### config.mk
export PLATFORM = sky130hd
export DESIGN_NAME = bcd_top
export DESIGN_NICKNAME = d
export VERILOG_FILES = /design/src/hw/bcd_top.v
export VERILOG_INCLUDE_DIRS = /design/src /design/src/inc
export SDC_FILE = /design/constraint.sdc
export NUM_CORES = 1
export LEC_CHECK = 0
export ABC_AREA = 1
export BUFFER_PORTS_ARGS = -buffer_cell sky130_fd_sc_hd__buf_2
export CAP_MARGIN = 10
export CORE_MARGIN = 1.5
export CORE_UTILIZATION = 36
export DETAILED_ROUTE_END_ITERATION = 12
export PLACE_DENSITY = 0.67
export SLEW_MARGIN = 10
export SYNTH_ARGS = -nofsm -noshare
export SYNTH_HDL_FRONTEND = slang
export SYNTH_SLANG_ARGS = --single-unit
### constraint.sdc
create_clock -name clock -period 1.95 [get_ports clock]
set_input_delay 0.195 -clock clock [delete_from_list [all_inputs] [get_ports clock]]
set_output_delay 0.195 -clock clock [all_outputs]
set_load 0.05 [all_outputs]
### src/inc/bcd_consts.vh
`ifndef BCD_CONSTS_VH
`define BCD_CONSTS_VH
// register byte addresses, compared against the full 32-bit reg_addr
`define BCD_ADDR_W          32
`define BCD_OFS_AMBA        32'h50000000
`define BCD_OFS_RST         32'h5000000c
// bus clock divider and gates fields
`define BCD_FLASH_EN_BIT    12
`define BCD_FLASH_DIV_HI    11
`define BCD_FLASH_DIV_LO    10
`define BCD_QUADRATURE_DECODER_EN_BIT     7
`define BCD_CRYPTO_EN_BIT   6
`define BCD_PDIV_HI         5
`define BCD_PDIV_LO         4
`define BCD_HDIV_HI         2
`define BCD_HDIV_LO         0
`define BCD_AMBA_RST        32'h00000022
`define BCD_AMBA_WMASK      32'h00001ff7
// reset control fields
`define BCD_RADIO_FLUSH_BIT 2
`define BCD_MAIN_FLUSH_BIT  1
`define BCD_DEFER_BIT       0
`define BCD_RST_RST         32'h00000000
`define BCD_RST_WMASK       32'h00000007
// divider counter width, largest ratio 16
`define BCD_CNT_W           4
`endif

### src/hw/bcd_top.v
`timescale 1ns/1ps
`include "bcd_consts.vh"
module bcd_top (
    input  wire        clock,
    input  wire        sys_rst,
    input  wire [31:0] reg_addr,
    input  wire [31:0] reg_wdata,
    input  wire        reg_wr,
    input  wire        reg_rd,
    output reg  [31:0] reg_rdata,
    input  wire        hw_reset_req,
    input  wire        soft_reset_req,
    input  wire        flash_op_busy,
    output wire        hclk_en,
    output wire        pclk_en,
    output wire        flash_clk_en,
    output wire        quad_decoder_clk_en,
    output wire        crypto_clk_en,
    output reg         hw_reset_out,
    output reg         soft_reset_out,
    output reg         radio_core_cache_flush,
    output reg         main_cache_flush
);

    ////////////////////////////////////////////////////////////////////////////
    // decode helpers

    // ratio minus one for a 2-bit power-of-two code
    function [`BCD_CNT_W-1:0] div_limit2;
        input [1:0] code;
        begin
            case (code)
                2'h0:    div_limit2 = 4'h0;
                2'h1:    div_limit2 = 4'h1;
                2'h2:    div_limit2 = 4'h3;
                default: div_limit2 = 4'h7;
            endcase
        end
    endfunction

    ////////////////////////////////////////////////////////////////////////////
    // register file

    reg  [31:0] amba_q;
    reg  [31:0] rstc_q;
    wire        sel_amba = (reg_addr == `BCD_OFS_AMBA);
    wire        sel_rst  = (reg_addr == `BCD_OFS_RST);

    // writes only land on implemented bits; reserved bits 9:8 are r/w
    always @(posedge clock or posedge sys_rst) begin
        if (sys_rst) begin
            amba_q <= `BCD_AMBA_RST;
            rstc_q <= `BCD_RST_RST;
        end else begin
            if (reg_wr && sel_amba)
                amba_q <= reg_wdata & `BCD_AMBA_WMASK;
            if (reg_wr && sel_rst)
                rstc_q <= reg_wdata & `BCD_RST_WMASK;
        end
    end

    // read data one cycle after strobe, unmapped reads zero
    always @(posedge clock or posedge sys_rst) begin
        if (sys_rst) begin
            reg_rdata <= 32'h00000000;
        end else if (reg_rd && sel_amba) begin
            reg_rdata <= amba_q;
        end else if (reg_rd && sel_rst) begin
            reg_rdata <= rstc_q;
        end else begin
            reg_rdata <= 32'h00000000;
        end
    end

    ////////////////////////////////////////////////////////////////////////////
    // divided clock enables

    wire [2:0] hdiv_code = amba_q[`BCD_HDIV_HI:`BCD_HDIV_LO];
    wire [1:0] pdiv_code = amba_q[`BCD_PDIV_HI:`BCD_PDIV_LO];
    wire [1:0] fdiv_code = amba_q[`BCD_FLASH_DIV_HI:`BCD_FLASH_DIV_LO];

    reg  [`BCD_CNT_W-1:0] hcnt_q;
    reg  [`BCD_CNT_W-1:0] pcnt_q;
    reg  [`BCD_CNT_W-1:0] fcnt_q;
    reg  [`BCD_CNT_W-1:0] hlim_q;
    reg  [`BCD_CNT_W-1:0] plim_q;
    reg  [`BCD_CNT_W-1:0] flim_q;
    reg                   fen_q;
    reg                   qen_q;
    reg                   cen_q;
    wire [`BCD_CNT_W-1:0] hlim_d = hdiv_code[2] ? 4'hf : div_limit2(hdiv_code[1:0]);
    wire [`BCD_CNT_W-1:0] plim_d = div_limit2(pdiv_code);
    wire [`BCD_CNT_W-1:0] flim_d = div_limit2(fdiv_code);

    wire h_tick = (hcnt_q == hlim_q);
    wire p_tick = h_tick && (pcnt_q == plim_q);
    wire f_tick = (fcnt_q == flim_q);

    // new ratios and gates only take effect at a period boundary, so no
    // derived clock ever sees a shortened high or low phase
    always @(posedge clock or posedge sys_rst) begin
        if (sys_rst) begin
            hcnt_q <= 4'h0;
            pcnt_q <= 4'h0;
            fcnt_q <= 4'h0;
            hlim_q <= 4'h3;
            plim_q <= 4'h3;
            flim_q <= 4'h0;
            fen_q  <= 1'b0;
            qen_q  <= 1'b0;
            cen_q  <= 1'b0;
        end else begin
            if (h_tick) begin
                hcnt_q <= 4'h0;
                hlim_q <= hlim_d;
                qen_q  <= amba_q[`BCD_QUADRATURE_DECODER_EN_BIT];
                cen_q  <= amba_q[`BCD_CRYPTO_EN_BIT];
                if (pcnt_q == plim_q) begin
                    pcnt_q <= 4'h0;
                    plim_q <= plim_d;
                end else begin
                    pcnt_q <= pcnt_q + 4'h1;
                end
            end else begin
                hcnt_q <= hcnt_q + 4'h1;
            end
            if (f_tick) begin
                fcnt_q <= 4'h0;
                flim_q <= flim_d;
                fen_q  <= amba_q[`BCD_FLASH_EN_BIT];
            end else begin
                fcnt_q <= fcnt_q + 4'h1;
            end
        end
    end

    // enables are one source-clock pulse per derived period
    assign hclk_en             = h_tick;
    assign pclk_en             = p_tick;
    assign flash_clk_en        = f_tick && fen_q;
    assign quad_decoder_clk_en = h_tick && qen_q;
    assign crypto_clk_en       = h_tick && cen_q;

    ////////////////////////////////////////////////////////////////////////////
    // reset sequencing

    // request and busy come from other domains: two-stage sync each
    reg  [1:0] hw_sync_q;
    reg  [1:0] sw_sync_q;
    reg  [1:0] busy_sync_q;
    reg        hw_pend_q;
    reg        sw_prev_q;
    wire       hw_req   = hw_sync_q[1];
    wire       sw_req   = sw_sync_q[1];
    wire       busy     = busy_sync_q[1];
    wire       defer_on = rstc_q[`BCD_DEFER_BIT];
    wire       sw_rise  = sw_req && !sw_prev_q;

    always @(posedge clock or posedge sys_rst) begin
        if (sys_rst) begin
            hw_sync_q   <= 2'h0;
            sw_sync_q   <= 2'h0;
            busy_sync_q <= 2'h0;
            sw_prev_q   <= 1'b0;
        end else begin
            hw_sync_q   <= {hw_sync_q[0], hw_reset_req};
            sw_sync_q   <= {sw_sync_q[0], soft_reset_req};
            busy_sync_q <= {busy_sync_q[0], flash_op_busy};
            sw_prev_q   <= sw_req;
        end
    end

    // a hardware request is latched so a short pulse is not lost while deferred
    always @(posedge clock or posedge sys_rst) begin
        if (sys_rst) begin
            hw_pend_q    <= 1'b0;
            hw_reset_out <= 1'b0;
        end else begin
            if (hw_req)
                hw_pend_q <= 1'b1;
            else if (hw_reset_out)
                hw_pend_q <= 1'b0;
            hw_reset_out <= (hw_req || hw_pend_q) && !(defer_on && busy);
        end
    end

    // software reset passes straight through, never held off by flash busy
    always @(posedge clock or posedge sys_rst) begin
        if (sys_rst) begin
            soft_reset_out         <= 1'b0;
            radio_core_cache_flush <= 1'b0;
            main_cache_flush       <= 1'b0;
        end else begin
            soft_reset_out <= sw_req;
            radio_core_cache_flush <= ((hw_req || hw_pend_q) && !(defer_on && busy)) ||
                                      (sw_rise && rstc_q[`BCD_RADIO_FLUSH_BIT]);
            main_cache_flush <= ((hw_req || hw_pend_q) && !(defer_on && busy)) ||
                                (sw_rise && rstc_q[`BCD_MAIN_FLUSH_BIT]);
        end
    end

endmodule

# == Word-level counts from Yosys, hierarchy flattened ==
# Index checks and enable logic that the tools add are counted.
# classes
n_addsub,3
shifts,0
n_lt_le_gt_ge,0
reduce_logical,23
bitwise_logic,0
n_eq_ne,11
div,0
mux,11
multipliers,0
# op_table
operator,count
"32-bit by 31-bit equality test with 1-bit output, second input constant",2
3-bit one-hot mux with 3 select lines,3
4-bit 2-to-1 mux,4
1-bit logical AND,13
13-bit 2-to-1 mux,1
"4-bit by 1-bit adder with 4-bit output, second input constant",3
4-bit equality test,3
"2-bit by 1-bit equality test with 1-bit output, second input constant",3
"2-bit equality test, second input constant",3
2-bit logical NOT,3
1-bit logical OR,3
3-bit 2-to-1 mux,1
1-bit logical NOT,2
1-bit 2-to-1 mux,2
2-bit AND reduction,1
2-bit nonzero test,1
# totals
mem_bits_ro,0
output_inout_bits,41
ram_bits,0
reg_bits,85
n_memories,0
latchBits,0
inputBits,71
word_cells,68

# == Depth between registers and ports, before layout ==
# Gate-level depths: netlist (run 1).
# depth
depth_word,4
depth_mapped,9
ltp_nobuf,8

# == Worst setup path before layout (run 1) ==
# OpenSTA, ideal clock, no wires.
# synth_path
path_type,reg-to-output
from,register hlim_q[1]
to,output crypto_clk_en
arrival_time_ps,1601
required_ps,1755
n_path_buf,0
slack_ps,154
stages_incl_launch_ff,7
path_cell_list,dfstp_2 nand2_1 nand2_1 nand3b_1 nor2_2 inv_2 nor2_1
# synth_between
elab_chain_len,2
# synth_rtl
element,line,text
start: declaration,bcd_top.v:85,reg [`BCD_CNT_W-1:0] hlim_q;
start signal: assignment,bcd_top.v:115,hlim_q <= hlim_d;
4-bit equality test,bcd_top.v:95,wire h_tick = (hcnt_q == hlim_q);
1-bit logical AND,bcd_top.v:142,assign crypto_clk_en = h_tick && cen_q;
end: declaration,bcd_top.v:18,"output wire crypto_clk_en,"
# No other way between the ends.

# == Worst setup path in the final report (run 1) ==
# layout_path
from,register hlim_q[1]
to,output hclk_en
# layout_between
elab_chain_len,1
# layout_rtl
element,line,text
4-bit equality test,bcd_top.v:95,
end: declaration,bcd_top.v:14,"output wire hclk_en,"
# No other way between the ends.

==> results of run 1 <==
==> final timing paths <==
kind | from | endpoint | slack (ps) | cells past startpoint
max | hlim_q[1] | hclk_en | 110 | 6
min | reg_wdata[12] | amba_q[12] | 100 | 3
max reg2reg | hlim_q[1] | hlim_q[1] | 590 | 7
min reg2reg | busy_sync_q[0] | busy_sync_q[1] | 350 | 0
max in group asynchronous | sys_rst | amba_q[1] | 1090 | 4
min in group asynchronous | sys_rst | pcnt_q[3] | 470 | 4
==> worst register-to-register path: cells and delay by family, from the launching register on <==
kind                   cells  cell delay, ps
AND/OR/NAND/NOR            4             360
AO/OA/AOI/OAI              2             180
flip-flops                 1             530
buffers and inverters      1             210
==> synthesized netlist by cell type <==
cell type / instances / area [sq um]
buf_2: 4 / 20.02
nor2_4: 1 / 11.26
dfstp_2: 6 / 157.7
nor2_2: 3 / 18.77
xnor2_1: 2 / 17.52
a21oi_1: 1 / 5.000
nor3_1: 3 / 15.01
nand2b_1: 1 / 6.260
ha_1: 3 / 37.54
buf_4: 22 / 165.2
nand3_1: 35 / 175.2
nand4_1: 1 / 6.260
conb_1: 1 / 3.750
nor2_1: 52 / 195.2
o21bai_1: 2 / 15.01
nand3b_1: 3 / 22.52
inv_1: 55 / 206.5
o21a_1: 1 / 7.510
buf_6: 1 / 11.26
o21ai_0: 11 / 55.05
inv_2: 1 / 3.750
dfrtp_1: 57 / 1426
xor2_1: 7 / 61.31
nand2_2: 2 / 12.51
nand2_1: 99 / 371.6
==> logic make-up after synthesis <==
group	count (synthesis)	synth area share [%]
flops	63	52.31
simple gates	200	27.56
buf+inv	83	13.43
other cells	1	0.1238
fa+ha+maj	3	1.240
compound gates	15	2.727
xor+xnor	9	2.603
==> registers in the layout, indices dropped and copies added, names as in the netlist, 2 cells and up <==
register     flops
busy_sync_q      2
hcnt_q           4
sw_sync_q        2
amba_q          12
plim_q           3
fcnt_q           4
reg_rdata       12
pcnt_q           4
hlim_q           4
rstc_q           3
flim_q           3
hw_sync_q        2
==> power groups by stage <==
stage | registers [uW] | logic, uW | clock network [uW]
2_1_floorplan | 1360 | 170 | 0
3_3_place_gp | 1350 | 224 | 0
3_5_place_dp | 1350 | 229 | 0
4_1_cts | 1320 | 236 | 1330
5_1_grt | 1320 | 256 | 1390
6_report | 1320 | 232 | 1290
==> layer usage <==
layer / vias to the layer above / routed length (microns) / part of all wire [%] / GRT usage, %
li1: 1257 / - / - / -
met1: 1082 / 2523 / 43 / 17.01
met2: 75 / 2875 / 49 / 24.70
met3: 11 / 356 / 6.1 / 4.428
met4: 2 / 70 / 1.2 / 5.970
met5: - / 10 / 0.17 / 0
==> area by class of cell <==
cell class | count | area (sq um)
fill | 837 | 4442
clock buffer | 11 | 151.4
timing repair buffer | 81 | 455.4
multi-input combinational | 247 | 1121
sequential | 63 | 1584
inverter | 56 | 210.2
clock inverter | 5 | 80.08
tap | 105 | 131.4
==> timing repair <==
item	4_1_cts	5_1_grt
endpoints found under the setup margin	3	5
buffers inserted	0	0
pin swaps	0	1
gates resized for setup	3	5
endpoints found under the hold margin	60	0
hold buffers	4	0
==> through the flow <==
stage	cells	area (sq um)	setup TNS [ps]	total power (uW)
global placement	548	3435	0	1572
global route	568	3734	-4.839	2966
floorplan	393	3099	0	1534
finish	568	3734	0	2842
CTS	568	3714	0	2885
detailed placement	548	3435	0	1577
==> impl_results.md, run 1 <==
- Status: finished clean
- Clk_lat worst skew: 330 ps
- Initial antenna violation count: 1
- Initial core utilization: 37.04%
- P_int: 2166 uW
- Routed Antenna Nets: 0
- Clock power frac: 45.3%
- Rel. slew slack: 65.89%
- RSZ-0062 raised after global routing: true
- GRT Residual Overflow: 0
- Routability Congestion: 0.7584
- Setup WS pre-CTS: 350.4 ps
- CTS buffer count: 9
- Final design utilization: 45.67%
- Syn Std Cell Area: 3028 sq um
- Commonest non-fill, non-tap cell in the layout: nand2_1
- Die width: 94.71 microns
- Combinational fraction of design power: 8.2%
- Worst-path clk slew: 70 ps
- Core area: 8175 sq um
- Most frequent cells in the layout: nand2_1, buf_2, dfrtp_1, inv_1, nor2_1
- DRT iter0 DRCs: 47
- Peak per-stage delay on the critical path: 530 ps
- Seq cells post-synth: 63
- Setup crit end kind: primary output
- Pwr Density: 761.3 nW/um^2
- First-pass DRT Iterations: 5
- Largest net degree at the start of global routing: 36
- Leak: 0.002031 uW
- Htree depth: 3
- Switch Pwr: 676.5 uW
- Final nets: 532
- CTS tree: built
- Via density: 4.273
- IR Drop Worst-Case VDD: 0.3838 mV
- Worst min-delay path category: primary input to register
- Vias in the first global route: 2,324
- CTS max path bufs: 2
- Share of cells above drive strength 1: 23.54%
- Die height: 94.71 microns
- Yosys cell types: 25
- Switch share: 23.80%
- Residual DRC: 0
- Max Freq: 544.3 MHz
- WL final: 5835 microns
- Critical path data required time: 1750 ps
- Antenna fix cells: 0
- Tcrit/Tclk final: 94.22%
- IO Pins: 112
- Register area share after synthesis: 52.31%
- Final min period: 1837 ps
- Row cnt: 33
- Worst setup SP type: register
- GRT Resource Usage Total: 14.54%
- Area Overhead vs Synth: 23.31%
- Worst EP arrival: 1640 ps
- Slowest CP cell: dfstp_2
- Maximum fanout along the worst path: 5
- CP Cell Sequence: nand2_1 > nand2_1 > nand3b_1 > nor2_4 > buf_4 > buf_2
- Root Buffer: clkbuf_8
- Worst Setup Path Type: register to primary output
- Final setup viols: 0
- First-pass GRT wire length: 10,030 microns
- Part of the power in registers: 46.6%
- Number of warnings issued by yosys: 0
- DP HPWL: 4418 microns
- Post-Route Skew: 7.681 ps
- TritonCTS sink count: 63
- Fin. max-slew vios: 0
- Max Cap Viol: 0
- Die area: 8970 sq um
- Cells after synthesis: 374
- DR WL/cell: 10.27 microns
- Avg Cell Area, Syn: 8.096 sq um
- Vias: 2,427
- Fin Hold WS: 98.86 ps
- Family with the most delay on the worst path: flip-flops
- Final WS setup: 112.8 ps
- Worst Tran Pin Value: 510.2 ps
- Final Hold Violating Endpoints: 0
- Crit path buf inv count: 2
- Quantity of I/O buffers inserted on ports: 71
- Most frequent CP cell: nand2_1
Power figures use the tool's default switching activity.
==> run 2, diff against run 1 <==
PLACE_DENSITY = 0.72   (was 0.67)
==> run 2 against run 1 <==
Against the previous run: first-iteration DRC count up 100%; register-to-register slack better by 50 ps; final area up 0.13%; wire length up 0.98%; clock power about the same; critical path type unchanged; highest routed layer is now met4.
==> impl_results.md, run 2 (synthesis gave the netlist of run 1 again) <==
- Rel. slew slack: 66.71% (+0.82 points)
- DRT iter0 DRCs: 96 (+100%)
- First-pass DRT Iterations: 4 (-1)
- Finished Cell Area: 3739 sq um (+0.13%)
- Met3 WL: 362 microns (+1.7%)
- Critical path data required time: 1750 ps (about the same)
- Worst Hold Depth: 3 (unchanged)
- Worst reg2reg path startpoint: hlim_q[1]
- Root Buffer: clkbuf_8
- Row cnt: 33 (unchanged)
- Residual DRC: 0 (unchanged)
- CTS max path bufs: 2 (unchanged)
- Worst min-delay path category: primary input to register
- Worst EP arrival: 1640 ps (about the same)
- Fin. max-slew vios: 0 (unchanged)
- Largest net degree at the start of global routing: 64 (+78%)
- CP Cell Sequence: nand2_1 > nand2_1 > nand3b_1 > nor2_4 > inv_2 > nor2_1 > buf_6
- Max Freq: 545.5 MHz (+0.21%)
- Vias: 2,451 (+0.99%)
- Worst Setup Path Type: register to primary output
- Reg2reg path depth: 7 (unchanged)
- DP HPWL: 4349 microns (-1.6%)
- Final setup viols: 0 (unchanged)
- Tcrit/Tclk final: 94.02% (-0.20 points)
- GRT Resource Usage Total: 14.93% (+0.39 points)
- Most frequent CP cell: nand2_1
- Via density: 4.323 (+1.2%)
- Final Hold Violating Endpoints: 0 (unchanged)
- IO Pins: 112 (unchanged)
- Share of cells above drive strength 1: 23.59% (+0.051 points)
- Initial core utilization: 37.04% (unchanged)
- Area Overhead vs Synth: 23.47%
- Clk_lat worst skew: 350 ps (+20 ps)
- CTS buffer count: 9 (unchanged)
- Antenna fix cells: 0 (unchanged)
- Layout fillers: 815 (-2.6%)
- Commonest non-fill, non-tap cell in the layout: nand2_1
- Routability Congestion: 0.7314 (-3.6%)
- CTS tree: built
- Die height: 94.71 microns (unchanged)
- Core area: 8175 sq um (unchanged)
- Max Cap Viol: 0 (unchanged)
- Hold EP: amba_q[1]
- Top flop regs: amba_q: 12 flops, reg_rdata: 12 flops
- Worst Tran Pin Value: 497.9 ps (-12.29 ps)
- Status: finished clean
- Most frequent cells in the layout: nand2_1, buf_2, dfrtp_1, inv_1, nor2_1
- Peak per-stage delay on the critical path: 530 ps (about the same)
- Setup WS pre-CTS: 360.5 ps (+10.09 ps)
- Worst setup SP type: register
- Worst Hold Launch: reg_wdata[1]
- Post-Route Skew: 10.56 ps (+2.884 ps)
- Worst-path clk slew: 80 ps (about the same)
- Maximum fanout along the worst path: 10 (+5)
- WL final: 5892 microns (+0.98%)
- GRT Residual Overflow: 0 (unchanged)
- Die width: 94.71 microns (unchanged)
- Quantity of I/O buffers inserted on ports: 71 (unchanged)
- Vias in the first global route: 2,376 (+2.2%)
- Routed Antenna Nets: 0 (unchanged)
- Leak: 0.002031 uW (about the same)
- Setup crit end kind: primary output
- FF-to-FF setup slack: 640 ps (+50 ps)
- Max Used Layer: met4
- TritonCTS sink count: 63 (unchanged)
- First-pass GRT wire length: 10,250 microns (+2.2%)
- Pwr Density: 759.4 nW/um^2 (-0.25%)
- DR WL met2: 2949 microns (+2.6%)
- Initial antenna violation count: 0 (-1)
- Met1 WL: 2495 microns (-1.1%)
- RR Endpoint: plim_q[0]
- Final nets: 531 (-0.19%)
- Die area: 8970 sq um (unchanged)
- Post-DP Area: 3440 sq um (+0.15%)
- IR Drop Worst-Case VDD: 0.2705 mV (-30%)
- DR WL/cell: 10.39 microns (+1.2%)
- Htree depth: 3 (unchanged)
- Final WS setup: 116.7 ps (+3.851 ps)
- Final min period: 1833 ps (-3.851 ps)
- Slowest CP cell: dfstp_2
## run 2: cell count changes in the layout (fill, tap and decap cells not counted), sizes merged
cell      previous run  this run
buf                 77        76
clkinv               1         2
clkinvlp             2         1
inv                 56        58
clkbuf              11         9
## run 2: how the worst max path moves through the flow
stage / slack, ps / end / startpoint / cells after the start
CTS: 30 / crypto_clk_en / hlim_q[1] / 7
detailed placement: 360 / crypto_clk_en / hlim_q[1] / 7
finish: 120 / quad_decoder_clk_en / hlim_q[1] / 7
global route: -0.3 / pclk_en / plim_q[0] / 7
floorplan: 150 / crypto_clk_en / hlim_q[1] / 6
global placement: 370 / pclk_en / plim_q[0] / 7
## run 2: final cells by class
type,count,area [sq um],share of cell area [%]
clock buffers,9,123.9,3.313
well taps,105,131.4,3.514
multi-input cells,247,1124,30.05
clock inverters,7,102.6,2.744
repair buffers,80,462.9,12.38
inverters,56,210.2,5.622
flip-flops and latches,63,1584,42.37
## run 2: power by group
part           internal, uW  switching [uW]  total [uW]
Combinational          61.2             171         233
Sequential             1320            4.75        1320
Clock                   732             551        1280
## run 2: critical path: cells and delay by family (launching register included)
| kind | cells | cell delay, ps |
|---|---|---|
| simple gates | 5 | 490 |
| buf+inv | 2 | 280 |
| flops | 1 | 530 |
## run 2: timing repair
item	CTS	global route
endpoints found under the hold margin	60	0
pin swaps	0	1
setup endpoints to repair	4	5
hold buffers	4	0
buffers inserted	0	0
gates resized for setup	4	6
## run 2: through the flow
step	utilization [%]	hold slack [ps]	power (uW)	std cells	setup TNS, ps
global route	45.73	65.65	2954	567	-0.2940
detailed placement	42.07	288.2	1578	547	0
floorplan	-	226.4	1534	393	0
finish	45.73	65.29	2839	567	0
CTS	45.45	51.90	2874	567	0
global placement	42.07	281.7	1573	547	0
## run 2: layer usage
layer  up-vias  GRT usage [%]
li1       1258              -
met1      1117          17.52
met2        70          25.00
met3         6          4.348
met4         0          7.090
met5         -              0
==> run 3, diff against run 2 <==
CORE_UTILIZATION = 49   (was 36)
PLACE_DENSITY = 0.9   (was 0.72)
==> run 3 against run 2 <==
Against the previous run: the flow now finishes with violations (negative setup slack); critical path type unchanged; setup slack worse by 120 ps; worst hold slack gained 22 ps; clock skew decreased by 5.9 ps; sequential share of layout area decreased by 0.35 points; non-clock buffer count up 6.
==> impl_results.md, run 3 (synthesis gave the netlist of run 1 again) <==
- Reg2reg path depth: 8 (+1)
- Peak per-stage delay on the critical path: 550 ps (+20 ps)
- Status: complete, but fails checks
- Setup crit end kind: primary output
- Vias: 2,512 (+2.5%)
- Worst Hold Depth: 3 (unchanged)
- RSZ-0062 raised after global routing: true
- CP Cell Sequence: nand2_2 > nand2_1 > nand3b_1 > nor2_4 > clkinv_4 > nor2_4 > buf_8
- Share of cells above drive strength 1: 25.43% (+1.8 points)
- Worst EP arrival: 1760 ps (+120 ps)
- DR WL/cell: 11.54 microns (+11%)
- DRT iter0 DRCs: 160 (+67%)
- IO Pins: 112 (unchanged)
- P_int: 2099 uW (-0.59%)
- TritonCTS sink count: 63 (unchanged)
- Max Used Layer: met4
- Fin. max-slew vios: 0 (unchanged)
- Post-DP Area: 3390 sq um (-1.5%)
- DR WL met2: 3435 microns (+16%)
- Finished Cell Area: 3770 sq um (+0.84%)
- Critical path data required time: 1750 ps (about the same)
- Area Overhead vs Synth: 24.50%
- Vias in the first global route: 2,358 (-0.76%)
- Part of the power in registers: 47.4% (+0.8 points)
- Max Cap Viol: 0 (unchanged)
- Routed Antenna Nets: 0 (unchanged)
- Final design utilization: 63.30% (+18 points)
- Critical Path Source: hlim_q[1]
- Tcrit/Tclk final: 100.2% (+6.2 points)
- Commonest non-fill, non-tap cell in the layout: nand2_1
- Hold EP: amba_q[5]
- Crit path buf inv count: 2 (unchanged)
- Worst Tran Pin Value: 543.3 ps (+45.37 ps)
- Root Buffer: clkbuf_8
- WL final: 6267 microns (+6.4%)
- Initial antenna violation count: 0 (unchanged)
- FF-to-FF setup slack: 230 ps (-410 ps)
- Largest net degree at the start of global routing: 27 (-58%)
- Row cnt: 28 (-15%)
- First-pass GRT wire length: 10,010 microns (-2.4%)
- Slowest CP cell: dfstp_2
- GRT Residual Overflow: 0 (unchanged)
- Max Freq: 511.7 MHz (-6.2%)
- Violated checks: negative setup slack
- RR Endpoint: plim_q[1]
- Residual DRC: 0 (unchanged)
- Top flop regs: amba_q: 12 flops, reg_rdata: 12 flops
- Worst Setup Path Type: register to primary output
- Switch share: 24.80% (-0.82 points)
- Die area: 6660 sq um (-26%)
- Most frequent CP cell: nor2_4
- Routability Congestion: 0.7614 (+4.1%)
- Worst-path clk slew: 70 ps (about the same)
- Family with the most delay on the worst path: simple AND/OR/NAND/NOR gates
- Rel. slew slack: 63.73% (-3.0 points)
- Met1 WL: 2443 microns (-2.1%)
- GRT Resource Usage Total: 20.26% (+5.3 points)
- Maximum fanout along the worst path: 5 (-5)
- Quantity of I/O buffers inserted on ports: 71 (unchanged)
- Final setup viols: 1 (+1)
- Switch Pwr: 692.3 uW (-4.8%)
- Clock power frac: 44.2% (-1.0 points)
- CTS buffer count: 9 (unchanged)
- Initial core utilization: 50.84% (+14 points)
- Fin Hold WS: 87.14 ps (+21.85 ps)
- Setup WS pre-CTS: 158.9 ps (-201.5 ps)
- Worst setup SP type: register
- Final WS setup: -4.414 ps (-121.1 ps)
- Worst Hold Launch: reg_wdata[5]
- Combinational fraction of design power: 8.3% (about the same)
- Final total power: 2792 uW (-1.7%)
- Htree depth: 3 (unchanged)
- CTS max path bufs: 2 (unchanged)
- Final Hold Violating Endpoints: 0 (unchanged)
- IR Drop Worst-Case VDD: 0.4860 mV (+80%)
- Leak: 0.002058 uW (+1.4%)
- Final nets: 537 (+1.1%)
- Die width: 81.61 microns (-14%)
- First-pass DRT Iterations: 4 (unchanged)
- Antenna fix cells: 0 (unchanged)
- CTS tree: built
- Worst reg2reg path startpoint: hlim_q[1]
- Via density: 4.626 (+7.0%)
- Most frequent cells in the layout: nand2_1, buf_2, dfrtp_1, inv_1, nor2_1
- Post-Route Skew: 4.638 ps (-5.926 ps)
- DP HPWL: 4558 microns (+4.8%)
- Die height: 81.61 microns (-14%)
- Core area: 5956 sq um (-27%)
- Worst min-delay path category: primary input to register
- Pwr Density: 740.5 nW/um^2 (-2.5%)
- Final min period: 1954 ps (+121.1 ps)
- Clk_lat worst skew: 330 ps (-20 ps)
- Met3 WL: 270 microns (-25%)
==> run 3: changes by cell type in the layout (fill, tap and decap cells not counted), moves of 2 or more <==
cell,change
buf_4,+5
buf_8,+3
inv_6,-2
nand2_1,-2
nand2_2,+2
nor2_4,+2
==> run 3: worst max path at each step <==
stage / endpoint / cells past startpoint
detailed placement: crypto_clk_en / 7
global route: quad_decoder_clk_en / 7
finish: quad_decoder_clk_en / 7
CTS: crypto_clk_en / 7
global placement: quad_decoder_clk_en / 7
floorplan: crypto_clk_en / 6
==> run 3: timing repair <==
action	CTS	global route
setup buffers	1	5
endpoints found under the hold margin	21	0
gates resized for setup	4	20
endpoints found under the setup margin	4	5
hold buffers	4	0
pin swaps	1	2
==> run 3: stage by stage <==
| step | std cells | setup TNS [ps] |
|---|---|---|
| 2_1_floorplan | 393 | 0 |
| 3_3_place_gp | 517 | 0 |
| 3_5_place_dp | 517 | 0 |
| 4_1_cts | 538 | 0 |
| 5_1_grt | 543 | -243.5 |
| 6_report | 543 | -4.414 |
==> run 3: power groups by stage <==
stage | logic (uW) | clock network (uW) | registers, uW
floorplan | 170 | 0 | 1360
global placement | 221 | 0 | 1350
detailed placement | 228 | 0 | 1350
CTS | 235 | 1250 | 1320
global route | 256 | 1320 | 1320
finish | 233 | 1230 | 1320
==> run 3: area by class of cell <==
type,instances,area (sq um)
Inverter,56,215.2
Clock inverter,7,97.59
Sequential cell,63,1584
Clock buffer,9,123.9
Multi-Input combinational cell,247,1141
Tap cell,75,93.84
Fill cell,513,2186
Timing Repair Buffer,86,514.2
==> run 3: per-layer routing <==
metal	track usage [%]	vias up
li1	-	1269
met4	5.593	0
met5	0	-
met3	5.667	10
met1	22.21	1159
met2	38.02	74
==> run 3: worst min-delay path, cell delays in order <==
cell     delay [ps]
buf_2            90
nand3_1          80
nand2_1          50
